**config.mk**
```make
export PLATFORM = sky130hd
export DESIGN_NAME = bfe_top
export DESIGN_NICKNAME = d
export VERILOG_FILES = /design/src/common/bfe_pkg.sv /design/src/common/bfe_mem_if.sv /design/src/verilog/bfe_ext_mem.sv /design/src/verilog/bfe_top.sv
export SDC_FILE = /design/constraint.sdc
export NUM_CORES = 2
export LEC_CHECK = 0
export BUFFER_PORTS_ARGS = -buffer_cell sky130_fd_sc_hd__buf_4
export CORE_MARGIN = 3
export CORE_UTILIZATION = 40
export CTS_CLUSTER_DIAMETER = 60
export DETAILED_ROUTE_END_ITERATION = 8
export GPL_ROUTABILITY_DRIVEN = 0
export PLACE_DENSITY = 0.63
export SETUP_SLACK_MARGIN = 0.15
export SYNTH_ARGS = -nofsm -noshare
export SYNTH_HDL_FRONTEND = slang
export SYNTH_SLANG_ARGS = --single-unit
```
**constraint.sdc**
```tcl
create_clock -name clk -period 5.1 [get_ports clk]
set_input_delay 1.53 -clock clk [delete_from_list [all_inputs] [get_ports clk]]
set_output_delay 1.53 -clock clk [all_outputs]
set_load 0.01 [all_outputs]
```
**src/common/bfe_pkg.sv**
```systemverilog
package bfe_pkg;
  // configuration space placement
  localparam logic [7:0]  CTRL_OFFSET   = 8'h3e;
  localparam logic [5:0]  CTRL_IDX      = 6'h0f;
  localparam logic [5:0]  EXT_FIRST_IDX = 6'h10;
  localparam int          EXT_WORDS     = 48;
  localparam int          IDX_W         = 6;
  // control field positions and reset value
  localparam int          MA_MODE_BIT   = 5;
  localparam int          RSVD_BIT      = 4;
  localparam int          VGA_BIT       = 3;
  localparam int          ISA_BIT       = 2;
  localparam int          SERR_FWD_BIT  = 1;
  localparam int          PAR_RESP_BIT  = 0;
  localparam logic [15:0] CTRL_RESET    = 16'h0000;
  localparam logic [15:0] CTRL_WR_MASK  = 16'h002f;
  // legacy video ranges
  localparam logic [31:0] VGA_MEM_LO    = 32'h000a0000;
  localparam logic [31:0] VGA_MEM_HI    = 32'h000bffff;
  localparam logic [31:0] VGA_IO1_LO    = 32'h000003b0;
  localparam logic [31:0] VGA_IO1_HI    = 32'h000003bb;
  localparam logic [31:0] VGA_IO2_LO    = 32'h000003c0;
  localparam logic [31:0] VGA_IO2_HI    = 32'h000003df;
  // legacy isa alias space and master-abort fill
  localparam logic [31:0] ISA_SPACE_TOP = 32'h0000ffff;
  localparam logic [31:0] MA_READ_DATA  = 32'hffffffff;
  localparam logic [31:0] RD_ZERO       = 32'h00000000;
endpackage

```
**src/common/bfe_mem_if.sv**
```systemverilog
`timescale 1ns/100ps
interface bfe_mem_if;
  logic        wr;
  logic        rd;
  logic [5:0]  idx;
  logic [3:0]  be;
  logic [31:0] wdata;
  logic [31:0] rdata;
  modport ctrl (output wr, output rd, output idx, output be, output wdata, input rdata);
  modport mem  (input wr, input rd, input idx, input be, input wdata, output rdata);
endinterface

```
**src/verilog/bfe_ext_mem.sv**
```systemverilog
`timescale 1ns/100ps
module bfe_ext_mem #(
  parameter int WORDS = 48
) (
  // clock
  input wire logic clk,
  // access port
  bfe_mem_if.mem   port
);
  logic in_range;

  // words beyond the array are never written and read as zero
  assign in_range = (32'(port.idx) < WORDS);

  // one memory and one read register per lane, so no variable has two writers
  for (genvar b = 0; b < 4; b++)
  begin : g_lane
    logic [7:0] lane_q [WORDS];
    logic [7:0] lane_rd_ff;

    // byte write; no reset, contents are software's
    always_ff @(posedge clk)
    begin
      if (port.wr && port.be[b] && in_range)
        lane_q[port.idx] <= port.wdata[8*b +: 8];
    end

    // registered read
    always_ff @(posedge clk)
    begin
      if (port.rd)
        lane_rd_ff <= in_range ? lane_q[port.idx] : 8'h00;
    end

    assign port.rdata[8*b +: 8] = lane_rd_ff;
  end
endmodule

```
**src/verilog/bfe_top.sv**
```systemverilog
`timescale 1ns/100ps
// How it works
// [RL1] abort reporting off: reads return all ones, writes accepted and dropped
// [RL2] abort reporting on, posted write done: raise upstream error if command enables it
// [RL3] abort reporting on, not yet done: answer requester with target abort
// [RL4] abort reporting control resets cleared
// [RL5] control bit four reads zero, writes ignored
// [RL6] video on: legacy video memory and io forwarded downstream regardless of windows
// [RL7] video on: legacy video addresses never forwarded upstream
// [RL8] reset clears video forwarding control
// [RL9] isa on: downstream io in window, first 64K, top 768 of 1K refused
// [RL10] isa on: upstream io in window hitting top 768 of 1K forwarded
// [RL11] isa off: every io address inside base/limit window forwarded downstream
// [RL12] secondary error relayed upstream only if forward bit and command enable set
// [RL13] parity response on: detected secondary parity errors drive parity error out
// [RL14] parity response off: secondary parity errors ignored
// [RL15] extension registers 40h-FFh reachable by configuration reads and writes
// [RL16] control register at 3Eh, sixteen bits, resets to zero
module bfe_top (
  // clock and reset
  input  wire logic        clk,
  input  wire logic        reset,
  // configuration access, dword index, answer two cycles after rd
  input  wire logic        cfg_wr,
  input  wire logic        cfg_rd,
  input  wire logic [5:0]  cfg_idx,
  input  wire logic [3:0]  cfg_be,
  input  wire logic [31:0] cfg_wdata,
  output logic      [31:0] cfg_rdata,
  output logic             cfg_rvalid,
  // settings held in other header registers
  input  wire logic        cmd_serr_en,
  input  wire logic [31:0] io_base,
  input  wire logic [31:0] io_limit,
  input  wire logic        pri_mem_win_hit,
  input  wire logic        sec_mem_win_hit,
  // primary to secondary decode
  input  wire logic        dn_req,
  input  wire logic        dn_is_io,
  input  wire logic [31:0] dn_addr,
  output logic             dn_ack,
  output logic             dn_fwd,
  // secondary to primary decode
  input  wire logic        up_req,
  input  wire logic        up_is_io,
  input  wire logic [31:0] up_addr,
  output logic             up_ack,
  output logic             up_fwd,
  // master abort seen while bridge is master
  input  wire logic        ma_event,
  input  wire logic        ma_is_read,
  input  wire logic        ma_posted_done,
  output logic      [31:0] ma_rdata,
  output logic             ma_rdata_valid,
  output logic             ma_discard,
  output logic             ma_target_abort,
  // error signalling
  input  wire logic        downstream_system_error_in,
  input  wire logic        sec_parity_err,
  output logic             upstream_system_error_out,
  output logic             downstream_parity_error_out
);
  bfe_mem_if ext ();

  logic [15:0] ctrl_ff;
  logic [15:0] nxt_ctrl;
  logic        serr_meta_ff;
  logic        serr_sync_ff;
  logic        rd1_ff;
  logic        rd1_ext_ff;
  logic [31:0] rd1_data_ff;

  // field views of the control register
  wire ma_mode  = ctrl_ff[bfe_pkg::MA_MODE_BIT];
  wire vga_en   = ctrl_ff[bfe_pkg::VGA_BIT];
  wire isa_en   = ctrl_ff[bfe_pkg::ISA_BIT];
  wire serr_fwd = ctrl_ff[bfe_pkg::SERR_FWD_BIT];
  wire par_resp = ctrl_ff[bfe_pkg::PAR_RESP_BIT];

  // access decode; the control word is the upper half of dword 0Fh
  wire ctrl_hit   = (cfg_idx == bfe_pkg::CTRL_IDX);
  wire ext_hit    = (cfg_idx >= bfe_pkg::EXT_FIRST_IDX);
  wire ctrl_wr    = cfg_wr && ctrl_hit;
  wire [15:0] wr_val = {cfg_be[3] ? cfg_wdata[31:24] : ctrl_ff[15:8],
                        cfg_be[2] ? cfg_wdata[23:16] : ctrl_ff[7:0]};

  // [RL5] reserved bit masked
  assign nxt_ctrl = ctrl_wr ? (wr_val & bfe_pkg::CTRL_WR_MASK) : ctrl_ff;

  // [RL4] [RL8] [RL16] control resets to zero
  always_ff @(posedge clk)
  begin
    if (reset)
      ctrl_ff <= bfe_pkg::CTRL_RESET;
    else
      ctrl_ff <= nxt_ctrl;
  end

  // [RL15] extension window passed to the memory
  assign ext.wr    = cfg_wr && ext_hit;
  assign ext.rd    = cfg_rd && ext_hit;
  assign ext.idx   = cfg_idx - bfe_pkg::EXT_FIRST_IDX;
  assign ext.be    = cfg_be;
  assign ext.wdata = cfg_wdata;

  bfe_ext_mem #(
    .WORDS (bfe_pkg::EXT_WORDS)
  ) u_ext (
    .clk   (clk),
    .port  (ext.mem)
  );

  // read path in two stages so memory and control answer at the same time
  always_ff @(posedge clk)
  begin
    if (reset)
    begin
      rd1_ff      <= 1'b0;
      rd1_ext_ff  <= 1'b0;
      rd1_data_ff <= bfe_pkg::RD_ZERO;
      cfg_rvalid  <= 1'b0;
      cfg_rdata   <= bfe_pkg::RD_ZERO;
    end
    else
    begin
      rd1_ff      <= cfg_rd;
      rd1_ext_ff  <= cfg_rd && ext_hit;
      rd1_data_ff <= (cfg_rd && ctrl_hit) ? {ctrl_ff, 16'h0000} : bfe_pkg::RD_ZERO;
      cfg_rvalid  <= rd1_ff;
      cfg_rdata   <= rd1_ext_ff ? ext.rdata : rd1_data_ff;
    end
  end

  // address range decode
  wire dn_vga_mem = (dn_addr >= bfe_pkg::VGA_MEM_LO) && (dn_addr <= bfe_pkg::VGA_MEM_HI);
  wire dn_vga_io  = ((dn_addr >= bfe_pkg::VGA_IO1_LO) && (dn_addr <= bfe_pkg::VGA_IO1_HI)) ||
                    ((dn_addr >= bfe_pkg::VGA_IO2_LO) && (dn_addr <= bfe_pkg::VGA_IO2_HI));
  wire up_vga_mem = (up_addr >= bfe_pkg::VGA_MEM_LO) && (up_addr <= bfe_pkg::VGA_MEM_HI);
  wire up_vga_io  = ((up_addr >= bfe_pkg::VGA_IO1_LO) && (up_addr <= bfe_pkg::VGA_IO1_HI)) ||
                    ((up_addr >= bfe_pkg::VGA_IO2_LO) && (up_addr <= bfe_pkg::VGA_IO2_HI));
  wire dn_vga     = vga_en && (dn_is_io ? dn_vga_io : dn_vga_mem);
  wire up_vga     = vga_en && (up_is_io ? up_vga_io : up_vga_mem);
  wire dn_in_win  = (dn_addr >= io_base) && (dn_addr <= io_limit);
  wire up_in_win  = (up_addr >= io_base) && (up_addr <= io_limit);
  // top 768 bytes of a 1K block: offset bits 9:8 not both zero
  wire dn_alias   = (dn_addr[9:8] != 2'b00) && (dn_addr <= bfe_pkg::ISA_SPACE_TOP);
  wire up_alias   = (up_addr[9:8] != 2'b00);

  // [RL6] [RL9] [RL11] downstream claim
  wire dn_claim = dn_vga ||
                  (dn_is_io ? (dn_in_win && !(isa_en && dn_alias)) : pri_mem_win_hit);
  // [RL7] [RL10] upstream claim, video addresses held back whenever video is on
  wire up_claim = !up_vga &&
                  (up_is_io ? (!up_in_win || (isa_en && up_alias)) : !sec_mem_win_hit);

  // decode answers, one cycle after the request
  always_ff @(posedge clk)
  begin
    if (reset)
    begin
      dn_ack <= 1'b0;
      dn_fwd <= 1'b0;
      up_ack <= 1'b0;
      up_fwd <= 1'b0;
    end
    else
    begin
      dn_ack <= dn_req;
      dn_fwd <= dn_req && dn_claim;
      up_ack <= up_req;
      up_fwd <= up_req && up_claim;
    end
  end

  // [RL1] [RL3] master abort outcome
  wire ma_quiet   = ma_event && !ma_mode;
  wire ma_report  = ma_event && ma_mode;
  // [RL2] posted write abort raises upstream error
  wire ma_serr    = ma_report && ma_posted_done && cmd_serr_en;

  always_ff @(posedge clk)
  begin
    if (reset)
    begin
      ma_rdata        <= bfe_pkg::RD_ZERO;
      ma_rdata_valid  <= 1'b0;
      ma_discard      <= 1'b0;
      ma_target_abort <= 1'b0;
    end
    else
    begin
      ma_rdata        <= (ma_quiet && ma_is_read) ? bfe_pkg::MA_READ_DATA : bfe_pkg::RD_ZERO;
      ma_rdata_valid  <= ma_quiet && ma_is_read;
      ma_discard      <= ma_quiet && !ma_is_read;
      ma_target_abort <= ma_report && !ma_posted_done;
    end
  end

  // secondary error pin is asynchronous to us; two flops before use
  always_ff @(posedge clk)
  begin
    if (reset)
    begin
      serr_meta_ff <= 1'b0;
      serr_sync_ff <= 1'b0;
    end
    else
    begin
      serr_meta_ff <= downstream_system_error_in;
      serr_sync_ff <= serr_meta_ff;
    end
  end

  // [RL12] relay gated by both enables
  wire serr_relay = serr_sync_ff && serr_fwd && cmd_serr_en;

  // [RL13] [RL14] parity report gated by response enable
  always_ff @(posedge clk)
  begin
    if (reset)
    begin
      upstream_system_error_out   <= 1'b0;
      downstream_parity_error_out <= 1'b0;
    end
    else
    begin
      upstream_system_error_out   <= serr_relay || ma_serr;
      downstream_parity_error_out <= sec_parity_err && par_resp;
    end
  end
endmodule
```
# Yosys cells after proc, flatten, opt, wreduce, memory -nomap -nowiden

Memories as Yosys holds them, arrays and structs flattened. A register that Yosys moved wholly into a read port is not among the register bits.
Cells that the tools add are included.

Register bits after elaboration: 104
Memory bits (writable): 1536
Word-level logic and storage cells: 121
Memories kept: 4

Memory list:

| name                   | words | bits a word | read ports | clocked after Yosys merged registers in | write ports | RTL line          | source |
|---|---|---|---|---|---|---|---|
| u_ext.g_lane[0].lane_q | 48    | 8           | 1          | 1                                       | 1           | bfe_ext_mem.sv:18 | `logic [7:0] lane_q [WORDS];` |
| u_ext.g_lane[1].lane_q | 48    | 8           | 1          | 1                                       | 1           | bfe_ext_mem.sv:18 |  |
| u_ext.g_lane[2].lane_q | 48    | 8           | 1          | 1                                       | 1           | bfe_ext_mem.sv:18 |  |
| u_ext.g_lane[3].lane_q | 48    | 8           | 1          | 1                                       | 1           | bfe_ext_mem.sv:18 |  |

$add $sub $neg: 1
Order comparisons: 19
Eq/ne operators: 1
Muxes and demuxes: 14
Bitwise operators: 2
Reductions and logical operators: 60

Operators with widths:

| kind                                                                     | number |
|---|---|
| 32-bit by 10-bit >= comparator with 1-bit output (second input constant) | 4 |
| 32-bit by 10-bit <= comparator with 1-bit output (second input constant) | 4 |
| 32-bit by 20-bit >= comparator with 1-bit output (second input constant) | 2 |
| 32-bit >= comparator                                                     | 2 |
| 32-bit by 20-bit <= comparator with 1-bit output (second input constant) | 2 |
| 32-bit <= comparator                                                     | 2 |
| 1-bit logical AND                                                        | 39 |
| 32-bit by 16-bit <= comparator with 1-bit output (second input constant) | 1 |
| 32-bit two-way mux                                                       | 1 |
| 22-bit two-way mux                                                       | 1 |
| 1-bit two-way mux                                                        | 12 |
| 1-bit logical NOT                                                        | 11 |
| 6-bit by 4-bit equality test with 1-bit output (second input constant)   | 1 |
| 6-bit by 5-bit >= comparator with 1-bit output (second input constant)   | 1 |
| 6-bit < comparator (second input constant)                               | 1 |
| 6-bit by 5-bit subtractor with 6-bit output (second input constant)      | 1 |
| 1-bit logical OR                                                         | 5 |
| 2-bit nonzero test                                                       | 2 |
| 2-bit OR reduction                                                       | 2 |
| 1-bit inverter                                                           | 2 |
| 2-bit AND reduction                                                      | 1 |

# Depth between registers and ports, before layout

Depth after elaboration: 8
Mapped depth: 12
Mapped depth without buffers: 9

# Hierarchy

From an unflattened synthesis, not the netlist that was laid out.

Cell total of the unflattened synthesis: 4099
Area total of the unflattened synthesis: 65912.0 um^2

Modules (own cells, without submodules):

| module      | times used | cells an instance | area each (um^2) |
|---|---|---|---|
| bfe_ext_mem | 1          | 3494              | 60759.5 |
| bfe_top     | 1          | 605               | 5152.4 |

# Worst setup path after synthesis

No wires, ideal clock.

Path type: input port to flip-flop
From: input cfg_idx[4]
To: register u_ext.g_lane[0].lane_rd_ff[0], read port of u_ext.g_lane[0].lane_q (enable)
Setup time: 424 ps
Arrival time: 3685 ps
Required time: 4676 ps
Slack: 990 ps
Stages: 5
Path buffers: 2
Cells stage by stage: inv_1 > clkbuf_1 > ha_1 > clkbuf_1 > nor2b_1

Elaborated cells on any way between the ends: 5

RTL lines:

| item                                           | RTL line          | source |
|---|---|---|
| from (decl)                                    | bfe_top.sv:26     | `input wire logic [5:0] cfg_idx,` |
| 6-bit by 5-bit >= comparator with 1-bit output | bfe_top.sv:82     | `wire ext_hit = (cfg_idx >= bfe_pkg::EXT_FIRST_IDX);` |
| 1-bit logical AND                              | bfe_top.sv:101    | `assign ext.rd = cfg_rd && ext_hit;` |
| via ext.rd                                     | bfe_mem_if.sv:4   | `logic rd;` |
| to (decl)                                      | bfe_ext_mem.sv:19 | `logic [7:0] lane_rd_ff;` |

The timed path passes the listed nets, and every way through them passes these cells.
A chain may end at the register's enable or synchronous reset.

# Worst setup path in the final report

From: input cfg_idx[1]
To: register u_ext.g_lane[3].lane_rd_ff[6], read port of u_ext.g_lane[3].lane_q, data pin

Word-level cells in the longest chain between the ends: 3
Elaborated cells on any way between the ends: 5

Ends and longest elaborated chain:

| item                                        | RTL line          | source |
|---|---|---|
| 6-bit by 5-bit subtractor with 6-bit output | bfe_top.sv:102    | `assign ext.idx = cfg_idx - bfe_pkg::EXT_FIRST_IDX;` |
| 6-bit < comparator                          | bfe_ext_mem.sv:13 | `assign in_range = (32'(port.idx) < WORDS);` |
| 1-bit logical NOT (no source line)          | n/a               |  |
| to (decl)                                   | bfe_ext_mem.sv:19 |  |

Several ways; a longest one is shown, not always the timed one.

==> results by group <==
Global route
  • Vias in the first global route: 41001
  • Antenna violations before repair: 9
  • Global-route wire length before repair: 298000 um
  • Total overflow reported by the global router: 0
  • All-layer global routing usage: 23.8%
  • Largest net degree at the start of global routing: 60

Detailed routing
  • Total number of vias: 42009
  • Detailed Routing Iterations Pass 1: 6
  • Average wire per cell in the routed design: 29.6 um
  • Post-detailed-routing wire length: 209000 um
  • Vias per cell: 5.96
  • Remaining DRCs: 0
  • Detail Route Antenna Nets: 0
  • Count of routing violations after the opening detailed-route iteration: 5307

CTS
  • H-Tree Depth: 4
  • Skew-Pair Late Insertion Delay: 0.82 ns
  • Clock buffer depth: 3
  • Post-cts hold buffer count: 0
  • # resized after CTS: 0
  • TritonCTS clock tree: built
  • Post-CTS setup-driven buffer insertion count: 0
  • Number of clock buffers inserted by TritonCTS: 172
  • Number of clock sinks seen by CTS: 1624
  • Clock Root Buffer: sky130_fd_sc_hd__clkbuf_16
  • Clock-pin transition on the worst setup and hold timing paths: 0.06 ns

Floorplanning
  • Initial standard-cell utilization of the core: 40.4%
  • Die Height: 414 um
  • Core outline area: 165000 sq um
  • Number of placement rows: 149
  • Horizontal extent of the die: 414 um
  • Die area: 172000 sq um
  • Ports: 260

Logic synthesis
  • Register bit total from synthesis: 1624
  • Sequential share of the synthesized area: 72.3%
  • Total number of yosys warnings: 0
  • Count of distinct cell types in the synthesized netlist: 84
  • Main flop type after synthesis: sky130_fd_sc_hd__edfxtp_1
  • Cell types with the largest area share after synthesis: sky130_fd_sc_hd__edfxtp_1 71%, sky130_fd_sc_hd__mux2i_1 3.2%, sky130_fd_sc_hd__ha_1 2.5%
  • Share of async-settable or async-resettable flops after synthesis: 0%
  • Combined area of all synthesized cells: 66700 sq um
  • Number of flops mapped to enable cells by yosys: 1568
  • Post-synthesis average cell area: 15.6 sq um
  • Cell type contributing the most total cell area after synthesis: sky130_fd_sc_hd__edfxtp_1
  • Share of the synthesized area in the top cell type: 70.6%
  • Cells after synthesis: 4260
  • Synthesized net count: 4579

Setup path
  • Critical Path Sink Type: flip-flop
  • Reg-to-reg slack, setup: 2.55 ns
  • Worst Reg2Reg Path Length in Cells: 6
  • Max FO, Critical Path: 59
  • Data arrival, critical path: 4.73 ns
  • Required time of the critical path: 5.76 ns
  • Type of origin of the critical path: primary input
  • Type of the setup path with the least slack: primary input to flip-flop

STA
  • Setup repair after global routing missed its margin: no
  • WHS: 0.442 ns
  • Setup ws final: 1.04 ns
  • Layout Skew: 0.0344 ns
  • Endpoints failing setup: 0
  • Min Tclk post-route: 4.06 ns
  • Max Fclk: 246 MHz
  • Tightest slew margin relative to the limit: 16.4%
  • Number of pins with negative max-slew slack in the final report: 0
  • Final period util: 79.6%
  • Final hold viol count: 0
  • Actual transition at the worst max-transition pin: 1.22 ns
  • TNS Setup: 0 ns

Power
  • Seq pwr share: 50.9%
  • Power per cell area: 371 nW/um^2
  • Internal power summed over all cells: 22.3 mW
  • Logic gate share of total power: 7.0%
  • Net switching power: 6.71 mW
  • Clk network pwr share: 42.1%
  • Max rail drop VDD: 0.382 mV
  • Leakage power total: 26.8 nW
  • Total power after layout: 29.0 mW
  • Switching portion of total power: 23.2%

Min path
  • Worst hold path depth: 1
  • Hold WC Path Type: flip-flop to flip-flop

Cells and area
  • Area used by multi-input combinational logic: 16500 sq um
  • Filler-free cell count of the finished design: 7054
  • Layout cells sized above 1: 21.3%
  • Layout Cell Area excl Fill: 78000 sq um
  • Area growth from synthesis to layout: 17.1%
  • Number of nets in the layout: 5052
  • # fillers: 14086
  • Final standard cell utilization of the core: 47.3%
  • Register Area: 48200 sq um

Placed design
  • Placement-stage worst setup slack: 0.415 ns
  • Count of input and output buffers: 259
  • Detailed-placement wirelength estimate: 135000 um
  • Instance count after placement with tap cells included: 6748
  • Total cell area at the placement stage: 72600 sq um

Run
  • Count of max-cap constraint violations: 0

Run status
  • Run status: finished, final reports clean
[power groups by stage]
stage / combinational (mW) / clock (mW) / sequential [mW]
floorplan: 1.01 / 0 / 15.0
global placement: 1.97 / 0 / 15.0
detailed placement: 2.00 / 0 / 15.0
CTS: 2.00 / 12.4 / 14.7
global route: 2.14 / 12.9 / 14.7
finish: 2.03 / 12.2 / 14.7
[layer usage]
metal  global-route usage [%]  up-vias  routed length, um
met5                        0        -                 13
met4                     11.3        2              10800
met3                     4.88      502              20500
met2                     37.8     2531              97700
met1                     31.5    21299              80100
li1                         -    17675                  -
[layout by cell type (no fill, tap or decap), types with 99 or more instances in the layout]
cell type	count
sky130_fd_sc_hd__a21oi_1	257
sky130_fd_sc_hd__nand2_1	244
sky130_fd_sc_hd__edfxtp_1	1568
sky130_fd_sc_hd__o21ai_0	167
sky130_fd_sc_hd__nor2_1	356
sky130_fd_sc_hd__ha_1	131
sky130_fd_sc_hd__a22oi_1	99
sky130_fd_sc_hd__mux2i_1	211
sky130_fd_sc_hd__buf_4	568
sky130_fd_sc_hd__a221oi_1	116
sky130_fd_sc_hd__clkbuf_16	174
[state kept, by name, indices dropped and copies added, names as in the netlist, 5 cells and up]
signal,count
u_ext.g_lane.lane_q,1536
cfg_rdata,32
u_ext.g_lane.lane_rd_ff,32
ctrl_ff,5
rd1_data_ff,5
[final cells by class]
class                   instances  share of cell area (%)
flip-flops and latches       1624                    61.8
multi-input cells            2259                    21.1
diodes                          2                 0.00641
well taps                    2189                    3.51
inverters                      78                   0.378
clock inverters                84                    1.18
repair buffers                598                    6.20
clock buffers                 220                    5.83
[worst max-delay path, stage by stage]
cell and delay (ns):
sky130_fd_sc_hd__buf_8 0.20, sky130_fd_sc_hd__nor2_4 0.78, sky130_fd_sc_hd__buf_4 0.36, sky130_fd_sc_hd__nand3_1 0.10, sky130_fd_sc_hd__o2111ai_1 0.18, sky130_fd_sc_hd__a21oi_1 0.10, sky130_fd_sc_hd__a2111oi_0 1.05, sky130_fd_sc_hd__o21ai_1 0.16
sky130_fd_sc_hd__o21ai_0 0.11
[cells by family (layout without fill, tap and decap cells)]
| group | after synthesis | after routing | share of synthesized area [%] |
|---|---|---|---|
| simple gates | 806 | 806 | 5.26 |
| buf+inv | 377 | 980 | 3.12 |
| compound gates | 944 | 944 | 9.61 |
| mux | 376 | 376 | 7.20 |
| flops | 1624 | 1624 | 72.3 |
| other cells | 0 | 2 | 0 |
| fa+ha+maj | 133 | 133 | 2.50 |
[Yosys cell counts (all sizes together), types with 23 or more instances]
cell type	number
edfxtp	1568
nor2	362
inv	76
a22oi	99
clkbuf	88
a21oi	258
o21ai	169
and2	40
nand3	36
ha	133
a31oi	23
mux4	73
dfxtp	56
a221oi	116
nand2	245
nor3	23
nand4	29
buf	211
o211ai	38
mux2	92
a211oi	41
a22o	34
mux2i	211
[worst paths after layout]
path                                                               endpoint                               startpoint
worst max register to register  u_ext.g_lane[1].lane_rd_ff[4]$_SDFFCE_PP0P_  u_ext.g_lane[1].lane_q[23][4]$_DFFE_PP_
worst min-delay path                                serr_sync_ff$_SDFF_PP0_                  serr_meta_ff$_SDFF_PP0_
worst max-delay path            u_ext.g_lane[3].lane_rd_ff[6]$_SDFFCE_PP0P_                               cfg_idx[1]
worst min register to register                      serr_sync_ff$_SDFF_PP0_                  serr_meta_ff$_SDFF_PP0_
Power figures use the tool's default switching activity.
